File: src/hdl/sent_pkg.sv
// ----------------------------------------------------------------------------
// shared constants for the single-wire nibble transmitter
// ----------------------------------------------------------------------------
package sent_pkg;
  // clock and tick unit
  localparam int CLK_MHZ        = 125;                          // system clock rate
  localparam int TICK_US_X100   = 275;                          // tick length 2.75 us, in hundredths
  localparam int TICK_CYC       = TICK_US_X100 * CLK_MHZ / 100; // 343 clocks per tick
  // pulse shapes in ticks
  localparam int LOW_TICKS      = 5;                            // low phase of every pulse
  localparam int SYNC_TICKS     = 56;                           // calibration pulse period
  localparam int NIB_BASE_TICKS = 12;                           // nibble period for value zero
  localparam int NIB_MAX_TICKS  = 27;                           // nibble period for value fifteen
  localparam int MSG_MIN_TICKS  = 116;                          // shortest message
  localparam int MSG_MAX_TICKS  = 176;                          // longest message figure
  localparam int PAUSE_MIN_TICKS = 12;                          // shortest pause
  localparam int PAUSE_MAX_TICKS = 70;                          // longest pause
  localparam int PAUSE_TICKS    = 12;                           // pause actually sent
  // message layout
  localparam int NIB_COUNT      = 5;                            // status, three data, check
  localparam int ANGLE_W        = 12;                           // 4096 steps per turn
  localparam logic [3:0] CRC_SEED = 4'h5;                       // check nibble start value
  localparam logic [3:0] CRC_POLY = 4'hD;                       // x^4+x^3+x^2+1, top bit implied
  // power-up delay
  localparam int STARTUP_TYP_US = 1300;                         // typical start-up time
  localparam int STARTUP_MAX_US = 1700;                         // latest start-up time
  localparam int STARTUP_CYC    = STARTUP_TYP_US * CLK_MHZ;     // 162500 clocks
  // reset values
  localparam logic LINE_IDLE    = 1'b1;                         // line rests high
  // transmitter states
  typedef enum logic [1:0] {ST_WAIT, ST_SYNC, ST_NIB, ST_PAUSE} tx_state_t;
endpackage : sent_pkg

File: src/hdl/tick_gen.sv
`timescale 1ns/1ps
// ----------------------------------------------------------------------------
// tick enable divider: one pulse every tick
// ----------------------------------------------------------------------------
module tick_gen (
  // clock and reset
  input  wire logic sys_clk,
  input  wire logic rst,
  // tick enable out
  output logic      tick_en
);
  import sent_pkg::*;

  logic [8:0] div_q;  // clocks since last tick

  // free-running divider, wraps at the tick length
  always_ff @(posedge sys_clk) begin
    if (rst) begin
      div_q   <= 9'h000;
      tick_en <= 1'b0;
    end else if (div_q == 9'(TICK_CYC - 1)) begin
      div_q   <= 9'h000;
      tick_en <= 1'b1;
    end else begin
      div_q   <= div_q + 9'h001;
      tick_en <= 1'b0;
    end
  end
endmodule : tick_gen

File: src/hdl/sent_tx.sv
`timescale 1ns/1ps
// Operation
// - all durations counted in one 2.75 us tick; tick_gen gives 343 clocks at 125 MHz, 2.744 us
// - every pulse starts low for five ticks
// - sync pulse period is 56 ticks
// - nibble period is 12 plus its value
// - nibbles last 12 to 27 ticks
// - message without pause 116 to 176 ticks; five nibbles after the sync pulse can make it up to 191 ticks
// - pause pulse of 12 to 70 ticks
// - valid output within 1.7 ms of power-up
// - angle sent as 12-bit, 4096 steps
module sent_tx #(
  parameter int STARTUP_CYCLES = sent_pkg::STARTUP_CYC  // clocks before first message
) (
  // clock and reset
  input  wire logic                          sys_clk,
  input  wire logic                          rst,
  // sampled values, same clock domain
  input  wire logic [sent_pkg::ANGLE_W-1:0]  angle_in,
  input  wire logic [3:0]                    status_in,
  // line and state
  output logic                               sent_line,
  output logic                               tx_active
);
  import sent_pkg::*;

  // --------------------------------------------------------------------------
  // helpers
  // --------------------------------------------------------------------------
  // one step of the 4-bit check over a nibble, msb first
  function automatic logic [3:0] crc_step(input logic [3:0] crc, input logic [3:0] nib);
    logic [3:0] c;
    logic       fb;
    c = crc;
    for (int i = 3; i >= 0; i--) begin
      fb = c[3] ^ nib[i];
      c  = {c[2:0], 1'b0} ^ (fb ? CRC_POLY : 4'h0);
    end
    return c;
  endfunction : crc_step

  // pulse length in ticks for a state and nibble value
  function automatic logic [6:0] pulse_len(input tx_state_t st, input logic [3:0] nib);
    unique case (st)
      ST_SYNC: return 7'(SYNC_TICKS);
      ST_NIB:  return 7'(NIB_BASE_TICKS) + {3'b000, nib};
      default: return 7'(PAUSE_TICKS);
    endcase
  endfunction : pulse_len

  // --------------------------------------------------------------------------
  // storage
  // --------------------------------------------------------------------------
  logic                tick_en;     // one pulse per tick
  logic [19:0]         start_cnt_q; // power-up delay counter
  logic                start_done_q;// delay elapsed
  tx_state_t           state_q;     // pulse being sent
  logic [6:0]          tcnt_q;      // ticks into current pulse
  logic [2:0]          nib_idx_q;   // nibble slot
  logic [ANGLE_W-1:0]  angle_q;     // angle held for the frame
  logic [3:0]          stat_q;      // status held for the frame
  logic [3:0]          crc_q;       // check held for the frame
  logic [3:0]          cur_nib;     // value of the current slot
  logic [6:0]          cur_len;     // length of the current pulse
  logic                pulse_end;   // last tick of current pulse
  logic                frame_go;    // a new sync pulse starts
  logic [3:0]          crc_new;     // check over incoming angle

  tick_gen u_tick (
    .sys_clk (sys_clk),
    .rst     (rst),
    .tick_en (tick_en)
  );

  // --------------------------------------------------------------------------
  // decode
  // --------------------------------------------------------------------------
  // slot value, then length and frame start
  always_comb begin
    unique case (nib_idx_q)
      3'd0:    cur_nib = stat_q;
      3'd1:    cur_nib = angle_q[11:8];
      3'd2:    cur_nib = angle_q[7:4];
      3'd3:    cur_nib = angle_q[3:0];
      default: cur_nib = crc_q;
    endcase
    cur_len   = pulse_len(state_q, cur_nib);
    pulse_end = (tcnt_q == cur_len - 7'd1);
    frame_go  = tick_en && ((state_q == ST_WAIT && start_done_q) ||
                            (state_q == ST_PAUSE && pulse_end));
    // check covers the data nibbles and a trailing zero nibble
    crc_new   = crc_step(crc_step(crc_step(crc_step(CRC_SEED, angle_in[11:8]),
                         angle_in[7:4]), angle_in[3:0]), 4'h0);
  end

  // --------------------------------------------------------------------------
  // power-up delay
  // --------------------------------------------------------------------------
  // line stays idle until the delay has run out
  always_ff @(posedge sys_clk) begin
    if (rst) begin
      start_cnt_q  <= 20'h0_0000;
      start_done_q <= 1'b0;
    end else if (!start_done_q) begin
      if (start_cnt_q == 20'(STARTUP_CYCLES - 1)) begin
        start_done_q <= 1'b1;
      end else begin
        start_cnt_q <= start_cnt_q + 20'h0_0001;
      end
    end
  end

  // --------------------------------------------------------------------------
  // frame data capture
  // --------------------------------------------------------------------------
  // values are frozen for a whole message
  always_ff @(posedge sys_clk) begin
    if (rst) begin
      angle_q <= 12'h000;
      stat_q  <= 4'h0;
      crc_q   <= 4'h0;
    end else if (frame_go) begin
      angle_q <= angle_in;
      stat_q  <= status_in;
      crc_q   <= crc_new;
    end
  end

  // --------------------------------------------------------------------------
  // pulse sequencer
  // --------------------------------------------------------------------------
  // steps one tick at a time through the message
  always_ff @(posedge sys_clk) begin
    if (rst) begin
      state_q   <= ST_WAIT;
      tcnt_q    <= 7'h00;
      nib_idx_q <= 3'd0;
    end else if (tick_en) begin
      if (frame_go) begin
        state_q   <= ST_SYNC;
        tcnt_q    <= 7'h00;
        nib_idx_q <= 3'd0;
      end else if (state_q == ST_WAIT) begin
        tcnt_q <= 7'h00;
      end else if (pulse_end) begin
        tcnt_q <= 7'h00;
        unique case (state_q)
          ST_SYNC: begin
            state_q <= ST_NIB;
          end
          ST_NIB: begin
            // last slot is the check nibble, then pause
            if (nib_idx_q == 3'(NIB_COUNT - 1)) begin
              state_q <= ST_PAUSE;
            end else begin
              nib_idx_q <= nib_idx_q + 3'd1;
            end
          end
          default: begin
            state_q <= ST_PAUSE;
          end
        endcase
      end else begin
        tcnt_q <= tcnt_q + 7'h01;
      end
    end
  end

  // --------------------------------------------------------------------------
  // line driver
  // --------------------------------------------------------------------------
  // low for the first ticks of each pulse, high otherwise
  always_ff @(posedge sys_clk) begin
    if (rst) begin
      sent_line <= LINE_IDLE;
      tx_active <= 1'b0;
    end else begin
      sent_line <= !(state_q != ST_WAIT && tcnt_q < 7'(LOW_TICKS));
      tx_active <= (state_q != ST_WAIT);
    end
  end

  // --------------------------------------------------------------------------
  // checks
  // --------------------------------------------------------------------------
  logic        line_prev_q; // line one clock ago
  logic        seen_q;      // a falling edge has been seen
  logic        tick_seen_q; // a tick has been seen
  logic [16:0] per_cnt_q;   // clocks since last falling edge
  logic [16:0] low_cnt_q;   // clocks line has been low
  logic [16:0] msg_cnt_q;   // clocks since sync falling edge
  logic [8:0]  gap_q;       // clocks since last tick
  tx_state_t   kind_q;      // pulse kind at last falling edge
  logic [3:0]  kval_q;      // nibble value at last falling edge
  logic        fall;
  logic        rise;

  assign fall = line_prev_q && !sent_line;
  assign rise = !line_prev_q && sent_line;

  // edge timers for the checks
  always_ff @(posedge sys_clk) begin
    if (rst) begin
      line_prev_q <= 1'b1;
      seen_q      <= 1'b0;
      tick_seen_q <= 1'b0;
      per_cnt_q   <= 17'h0_0000;
      low_cnt_q   <= 17'h0_0000;
      msg_cnt_q   <= 17'h0_0000;
      gap_q       <= 9'h000;
      kind_q      <= ST_WAIT;
      kval_q      <= 4'h0;
    end else begin
      line_prev_q <= sent_line;
      per_cnt_q   <= fall ? 17'h0_0001 : per_cnt_q + 17'h0_0001;
      low_cnt_q   <= sent_line ? 17'h0_0000 : low_cnt_q + 17'h0_0001;
      msg_cnt_q   <= (fall && state_q == ST_SYNC) ? 17'h0_0001 : msg_cnt_q + 17'h0_0001;
      gap_q       <= tick_en ? 9'h001 : gap_q + 9'h001;
      if (tick_en) begin
        tick_seen_q <= 1'b1;
      end
      if (fall) begin
        seen_q <= 1'b1;
        kind_q <= state_q;
        kval_q <= cur_nib;
      end
    end
  end

  tick_period_a: assert property (@(posedge sys_clk) disable iff (rst)
    tick_en && tick_seen_q |-> gap_q == 9'(TICK_CYC)) else $error("tick spacing wrong");
  low_phase_a: assert property (@(posedge sys_clk) disable iff (rst)
    rise && seen_q |-> low_cnt_q == 17'(LOW_TICKS * TICK_CYC)) else $error("low phase wrong");
  sync_period_a: assert property (@(posedge sys_clk) disable iff (rst)
    fall && seen_q && kind_q == ST_SYNC |-> per_cnt_q == 17'(SYNC_TICKS * TICK_CYC))
    else $error("sync period wrong");
  nibble_period_a: assert property (@(posedge sys_clk) disable iff (rst)
    fall && seen_q && kind_q == ST_NIB
    |-> per_cnt_q == 17'((NIB_BASE_TICKS + int'(kval_q)) * TICK_CYC)) else $error("nibble period wrong");
  nibble_range_a: assert property (@(posedge sys_clk) disable iff (rst)
    fall && seen_q && kind_q == ST_NIB |-> per_cnt_q >= 17'(NIB_BASE_TICKS * TICK_CYC) &&
    per_cnt_q <= 17'(NIB_MAX_TICKS * TICK_CYC)) else $error("nibble out of range");
  message_len_a: assert property (@(posedge sys_clk) disable iff (rst)
    fall && state_q == ST_PAUSE |-> msg_cnt_q >= 17'(MSG_MIN_TICKS * TICK_CYC))
    else $error("message too short");
  pause_range_a: assert property (@(posedge sys_clk) disable iff (rst)
    fall && seen_q && kind_q == ST_PAUSE |-> per_cnt_q >= 17'(PAUSE_MIN_TICKS * TICK_CYC) &&
    per_cnt_q <= 17'(PAUSE_MAX_TICKS * TICK_CYC)) else $error("pause out of range");
  startup_quiet_a: assert property (@(posedge sys_clk) disable iff (rst)
    !start_done_q |=> sent_line && !tx_active) else $error("line moved during start-up");
  // captured values must not move between two sync starts
  angle_hold_a: assert property (@(posedge sys_clk) disable iff (rst)
    !frame_go |=> $stable(angle_q) && $stable(stat_q) && $stable(crc_q))
    else $error("frame values changed mid-message");
  frame_order_a: assert property (@(posedge sys_clk) disable iff (rst)
    state_q == ST_PAUSE && $past(state_q) == ST_NIB |-> $past(nib_idx_q) == 3'(NIB_COUNT - 1))
    else $error("pause before check nibble");
endmodule : sent_tx

File: config.mk
export PLATFORM = sky130hd
export DESIGN_NAME = sent_tx
export DESIGN_NICKNAME = d
export VERILOG_FILES = /design/src/hdl/sent_pkg.sv /design/src/hdl/tick_gen.sv /design/src/hdl/sent_tx.sv
export SDC_FILE = /design/constraint.sdc
export NUM_CORES = 1
export LEC_CHECK = 0
export ABC_CLOCK_PERIOD_IN_PS = 3700
export BUFFER_PORTS_ARGS = -buffer_cell sky130_fd_sc_hd__buf_2
export CAP_MARGIN = 20
export CELL_PAD_IN_SITES_DETAIL_PLACEMENT = 0
export CELL_PAD_IN_SITES_GLOBAL_PLACEMENT = 1
export CORE_UTILIZATION = 35
export CTS_CLUSTER_SIZE = 10
export DETAILED_ROUTE_END_ITERATION = 12
export PLACE_DENSITY = 0.7
export SLEW_MARGIN = 20
export SYNTH_ARGS = -nofsm -noshare
export SYNTH_HDL_FRONTEND = slang
export SYNTH_HIERARCHICAL = 1
export SYNTH_SLANG_ARGS = --single-unit
File: constraint.sdc
create_clock -name sys_clk -period 3.7 [get_ports sys_clk]
set_input_delay 0.185 -clock sys_clk [delete_from_list [all_inputs] [get_ports sys_clk]]
set_output_delay 0.185 -clock sys_clk [all_outputs]
set_load 0.02 [all_outputs]
==> results of run 1 <==
[cells in the final DEF, fill, tap and decap left out, drive strengths merged, types with 13 or more instances in the layout]
| master | count |
|---|---|
| a21oi | 13 |
| ha | 16 |
| or4 | 20 |
| inv | 18 |
| o2111ai | 22 |
| nor3 | 26 |
| o21ai | 27 |
| xnor2 | 29 |
| a31oi | 20 |
| buf | 32 |
| nand3 | 31 |
| nand2 | 45 |
| nor2 | 45 |
| dfxtp | 65 |
[flip-flops by register name, indices dropped and copies added (netlist names)]
signal and cells:
angle_q 12, crc_q 4, nib_idx_q 3, sent_line 1, start_cnt_q 20, start_done_q 1
stat_q 4, state_q 2, tcnt_q 7, tx_active 1, u_tick/div_q 9, u_tick/tick_en 1
[cell usage after synthesis (3+ instances only)]
| cell type | number |
|---|---|
| dfxtp_1 | 65 |
| nand2_1 | 45 |
| nor2_1 | 41 |
| nand3_1 | 30 |
| xnor2_1 | 28 |
| nor3_1 | 25 |
| clkbuf_1 | 24 |
| o21ai_0 | 24 |
| o2111ai_1 | 22 |
| a31oi_1 | 20 |
| or4_1 | 20 |
| inv_1 | 17 |
| ha_1 | 16 |
| or3_1 | 11 |
| xor2_1 | 10 |
| a21oi_1 | 9 |
| and3_1 | 6 |
| a22oi_1 | 5 |
| buf_2 | 5 |
| nand4_1 | 5 |
| o211ai_1 | 5 |
| a21oi_2 | 4 |
| buf_1 | 4 |
| nand3b_1 | 4 |
| nor2b_1 | 4 |
| nor4_1 | 4 |
| buf_6 | 3 |
| mux2i_1 | 3 |
| nor2_2 | 3 |
| nor4b_1 | 3 |
| o211a_1 | 3 |
| o31a_1 | 3 |
[tightest hold or removal path, stage by stage]
cell     delay (ns)
buf_2          0.09
nand2_1        0.06
or4_1          0.10
nand3_1        0.06
[routing by layer]
metal / part of all wire / vias up / GRT usage
li1: - / 1917 / -
met1: 0.50 / 1835 / 0.2524
met2: 0.45 / 53 / 0.2847
met3: 0.027 / 13 / 0.02898
met4: 0.021 / 0 / 0.08198
met5: 0 / - / 0
[power by group through the flow]
stage          registers, mW  logic, mW  clock network (mW)
2_1_floorplan          0.762      0.213                   0
3_3_place_gp           0.767      0.281                   0
3_5_place_dp           0.769      0.285                   0
4_1_cts                0.753      0.286               0.866
5_1_grt                0.757      0.322               0.888
6_report               0.754      0.291               0.844
[what timing repair did]
item	4_1_cts	5_1_grt
gates resized for setup	0	10
buffers inserted	0	1
endpoints found under the setup margin	0	30
hold buffers	0	0
[logic make-up after synthesis]
kind of cell	count (synthesis)	share of synthesized area
flops	65	0.3120
fa+ha+maj	16	0.04800
mux	3	0.007201
xor+xnor	39	0.08371
compound gates	117	0.2097
buf+inv	55	0.05640
simple gates	218	0.2829
[worst paths after layout]
check	from	endpoint	slack [ns]	depth (start not counted)
hold / removal	status_in[0]	stat_q[0]	0.21	4
setup / recovery	nib_idx_q[1]	state_q[0]	0.23	12
hold reg to reg	u_tick/div_q[0]	u_tick/div_q[0]	0.46	1
setup reg to reg	nib_idx_q[1]	state_q[0]	0.23	12
[per-stage QoR]
stage               TNS [ns]    util  total power [mW]
floorplan                  0       -            0.9748
global placement           0  0.3831             1.049
detailed placement         0  0.3831             1.054
CTS                        0  0.4079             1.905
global route        -0.01182  0.4100             1.968
finish                     0  0.4100             1.889
[area by class of cell]
class	count	share of cell area
Clock buffer	11	0.05140
Tap cell	143	0.03789
Multi-Input combinational cell	393	0.5620
Inverter	19	0.01510
Timing Repair Buffer	32	0.04875
Clock inverter	3	0.009009
Sequential cell	65	0.2758
==> impl_metrics.tcl, run 1 <==
set metrics [dict create \
    status "finished clean" \
    drc 0 \
    ys_seq_area_frac 0.3120 \
    place_ws_ns 0.01671 \
    core_mm2 0.01152 \
    crit_slowest_cell "or4_1" \
    netlist_area_mm2 0.004170 \
    async_flop_share 0 \
    cts-root-buf "clkbuf_16" \
    start_util 0.3621 \
    cts.sinks 65 \
    dr.pass1.iters 4 \
    yosysTopAreaCell "dfxtp_1" \
    ant_nets 0 \
    nets 554 \
    power.leakage_nw 1.646 \
    max_stage_delay_ns 0.53 \
    slew_viol_final 0 \
    ir_drop_mv 0.1825 \
    fin_crit_sh 0.9371 \
    clkLatencyLatePin_ns 0.34 \
    cts_buffer_depth 2 \
    power.share.switching 0.2719 \
    arrival_ns 3.75 \
    die_y_um 111.2 \
    place_congestion 0.8531 \
    drive_gt1_frac 0.1396 \
    area_growth_pct 13.23 \
    io_pins 20 \
    crit_family "simple AND/OR/NAND/NOR gates" \
    setup_slack_ns 0.2328 \
    tightest_slew_ns 0.7783 \
    hold_violations 0 \
    hp-class "input pin to register" \
    cp-start-kind "register" \
    rows 39 \
    multi_input_area_mm2 0.002654 \
    maxCapViolCount 0 \
    intPower_mw 1.376 \
    clock_skew_ns 0.004516 \
    grt_start_max_net_pins 46 \
    clkTransAtPathRegs_ns 0.05 \
    grt_pass1_wl_um 18380 \
    crit_path_end_kind "register" \
    die_area_mm2 0.01236 \
    synth_edf_count 0 \
    insertedDiodeCount 0 \
    vias 3818 \
    pwr-share-comb 0.154 \
    placed_area_mm2 0.004412 \
    grt_antenna_before_repair 0 \
    dp_hpwl_um 7108 \
    viasPerCell 5.733 \
    ys_ff_latch 65 \
    path_cells "ha_1, ha_2, o21ba_4, o2111ai_1, ha_1, nand4_1, o31a_1, nor4_4, nand3_4, buf_12, or4_1, nand3_1" \
    synth_top_area_share 0.3120 \
    n_fill_cell 1180 \
    cts_tree "done" \
    grt_pass1_vias 3669 \
    pwr-share-clk 0.447 \
    cts_max_level 3 \
    fmax_ghz 0.2884 \
    p_seq_frac 0.399 \
    hold_slack_ns 0.2104 \
    numCtsBuffers 9 \
    report.final.setup_viol 0 \
    synth_cell_types 67 \
    stdcell_count 666 \
    regArea_mm2 0.001303 \
    dieWidth_um 111.2 \
    dp_cells 651 \
    drtIter0Drc 215 \
    synth_area_per_cell_um2 8.129 \
    yosysWarnings 6 \
    grtUsageTotal 0.1842 \
    critPathKind "register to register" \
    wl_per_cell_um 15.84 \
    netlist_instances 513 \
    portBuffers 19 \
    min_period_ns 3.467 \
    crit_path_max_fanout 23 \
    grt_overflow 0 \
    wl_um 10550 \
    powerDensity_mw_per_mm2 400.1 \
    max-slew-margin-rel 0.4804 \
    cp.buffers_inverters 1 \
    netlist_top_cells_area "dfxtp_1 (31%), xnor2_1 (5.9%), ha_1 (4.8%)" \
    crit_top_cell "ha_1" \
    synth_nets 547 \
    switchingPower_mw 0.5137 \
    synthFlopType "dfxtp_1" \
    cp.required_ns 3.98 \
    stdcell_area_mm2 0.004722 \
]
(Power assumes the default switching activity.)
==> run 2: changes to the inputs <==
BUFFER_PORTS_ARGS = -buffer_cell sky130_fd_sc_hd__buf_4   (was -buffer_cell sky130_fd_sc_hd__buf_2)
CELL_PAD_IN_SITES_DETAIL_PLACEMENT = default   (was 0)
CELL_PAD_IN_SITES_GLOBAL_PLACEMENT = default   (was 1)
CORE_MARGIN = 3   (was default)
PLACE_DENSITY = 0.57   (was 0.7)
==> run 2 against run 1 <==
Sequential power barely moved. Global-route usage fell by 1.6 points. Wire length fell by 0.80%. Count of clock-buffer cells in the layout fell by 2. Flip-flop and latch count did not move. Largest cell class unchanged. Highest routed layer unchanged.
==> impl_metrics.tcl, run 2 (synthesis results as in run 1) <==
set metrics [dict create \
    viasPerCell 5.721 \
    cts_tree "done" \
    drtIter0Drc 270 \
    grt_antenna_before_repair 0 \
    finalPower_mw 2.011 \
    insertedDiodeCount 0 \
    drive_gt1_frac 0.1431 \
    top_register "start_cnt_q" \
    hold_buffers 0 \
    cts-root-buf "clkbuf_16" \
    wl_um 10470 \
    vias 3816 \
    dr.pass1.iters 4 \
    clkLatencyLatePin_ns 0.33 \
    switchingPower_mw 0.5570 \
    multi_input_area_mm2 0.002659 \
    hp-class "input pin to register" \
    arrival_ns 3.73 \
    place_congestion 0.8445 \
    p_seq_frac 0.375 \
    pwr-share-clk 0.473 \
    slew_viol_final 0 \
    io_pins 20 \
    grtUsageTotal 0.1679 \
    ant_nets 0 \
    cp-start-kind "register" \
    post_cts_buffers 0 \
    critPathKind "register to register" \
    cts.sinks 65 \
    power.leakage_nw 1.680 \
    maxCapViolCount 0 \
    most-common-layout-cells "dfxtp_1 (63), nand2_1 (45), nor2_1 (41)" \
    core_mm2 0.01152 \
    largest_register_ffs 20 \
    rows 39 \
    fmax_ghz 0.2847 \
    die_y_um 115.2 \
    clkTransAtPathRegs_ns 0.06 \
    grt_start_max_net_pins 72 \
    drc 0 \
    min_period_ns 3.512 \
    cts_buffer_depth 2 \
    grt_pass1_vias 3608 \
    regArea_mm2 0.001304 \
    fin_setup_tns_ns 0 \
    grt_pass1_wl_um 18360 \
    cts_max_level 3 \
    dieWidth_um 115.2 \
    stdcell_area_mm2 0.004800 \
    status "finished clean" \
    dp_hpwl_um 7102 \
    tightest_slew_ns 0.7596 \
    top_regs "start_cnt_q x20, angle_q x12, u_tick/div_q x9" \
    n_fill_cell 1151 \
    power.share.switching 0.2770 \
    portBuffers 19 \
    die_area_mm2 0.01326 \
    crit_path_end_kind "register" \
    crit_path_max_fanout 6 \
    powerDensity_mw_per_mm2 418.9 \
    ir_drop_mv 0.2659 \
    nets 553 \
    placed_area_mm2 0.004447 \
    final_util 0.4168 \
    place_ws_ns 0.04541 \
    final_common_cell "dfxtp_1" \
    grt_overflow 0 \
    pwr-share-comb 0.152 \
    intPower_mw 1.454 \
    start_util 0.3621 \
    hold_violations 0 \
    cts.repair.resized 0 \
    cp.required_ns 3.92 \
    fin_crit_sh 0.9493 \
    area_growth_pct 15.09 \
    clock_skew_ns 0.007502 \
    setup_slack_ns 0.1876 \
    numCtsBuffers 9 \
    report.final.setup_viol 0 \
    wl_per_cell_um 15.69 \
    max-slew-margin-rel 0.4928 \
]
[run 2: final timing paths]
path	startpoint	end	slack, ns	depth (start not counted)
worst max-delay path	nib_idx_q[0]	nib_idx_q[1]	0.19	13
worst min-delay path	status_in[0]	stat_q[0]	0.24	4
worst max register to register	nib_idx_q[0]	nib_idx_q[1]	0.19	13
worst min register to register	u_tick/div_q[0]	u_tick/div_q[0]	0.47	1
[run 2: critical path: stages, from the launching register on]
cell and delay (ns):
dfxtp_2 0.35, inv_1 0.08, ha_2 0.25, nor3_4 0.26, o21ba_4 0.25, o2111ai_1 0.21, ha_1 0.30, or2_2 0.29
a221oi_1 0.28, or2_4 0.20, nor2_1 0.06, buf_4 0.17, o31a_1 0.34, a311o_1 0.37
[run 2: area by class of cell]
cell class                 count  area share
multi-input combinational    393      0.5540
sequential                    65      0.2716
timing repair buffer          31     0.05448
clock buffer                   9     0.04692
tap                          143     0.03728
clock inverter                 7     0.02086
inverter                      19     0.01486
[run 2: power groups by stage]
stage          registers [mW]  clock network [mW]  logic [mW]
3_5_place_dp            0.769                   0       0.293
6_report                0.754               0.951       0.306
5_1_grt                 0.759                1.00       0.338
4_1_cts                 0.753               0.968       0.294
3_3_place_gp            0.768                   0       0.287
2_1_floorplan           0.762                   0       0.213
[run 2: through the flow]
stage	instances	hold slack, ns
after floorplan	513	0.2574
after global placement	651	0.4437
after detailed placement	651	0.4564
after CTS	667	0.2344
after global routing	667	0.2642
final	667	0.2372
[run 2: layer usage]
layer	global-route usage	routed length [um]
met5	0	0
met4	0.04773	117
met3	0.02579	363
met2	0.2589	4722
met1	0.2428	5261
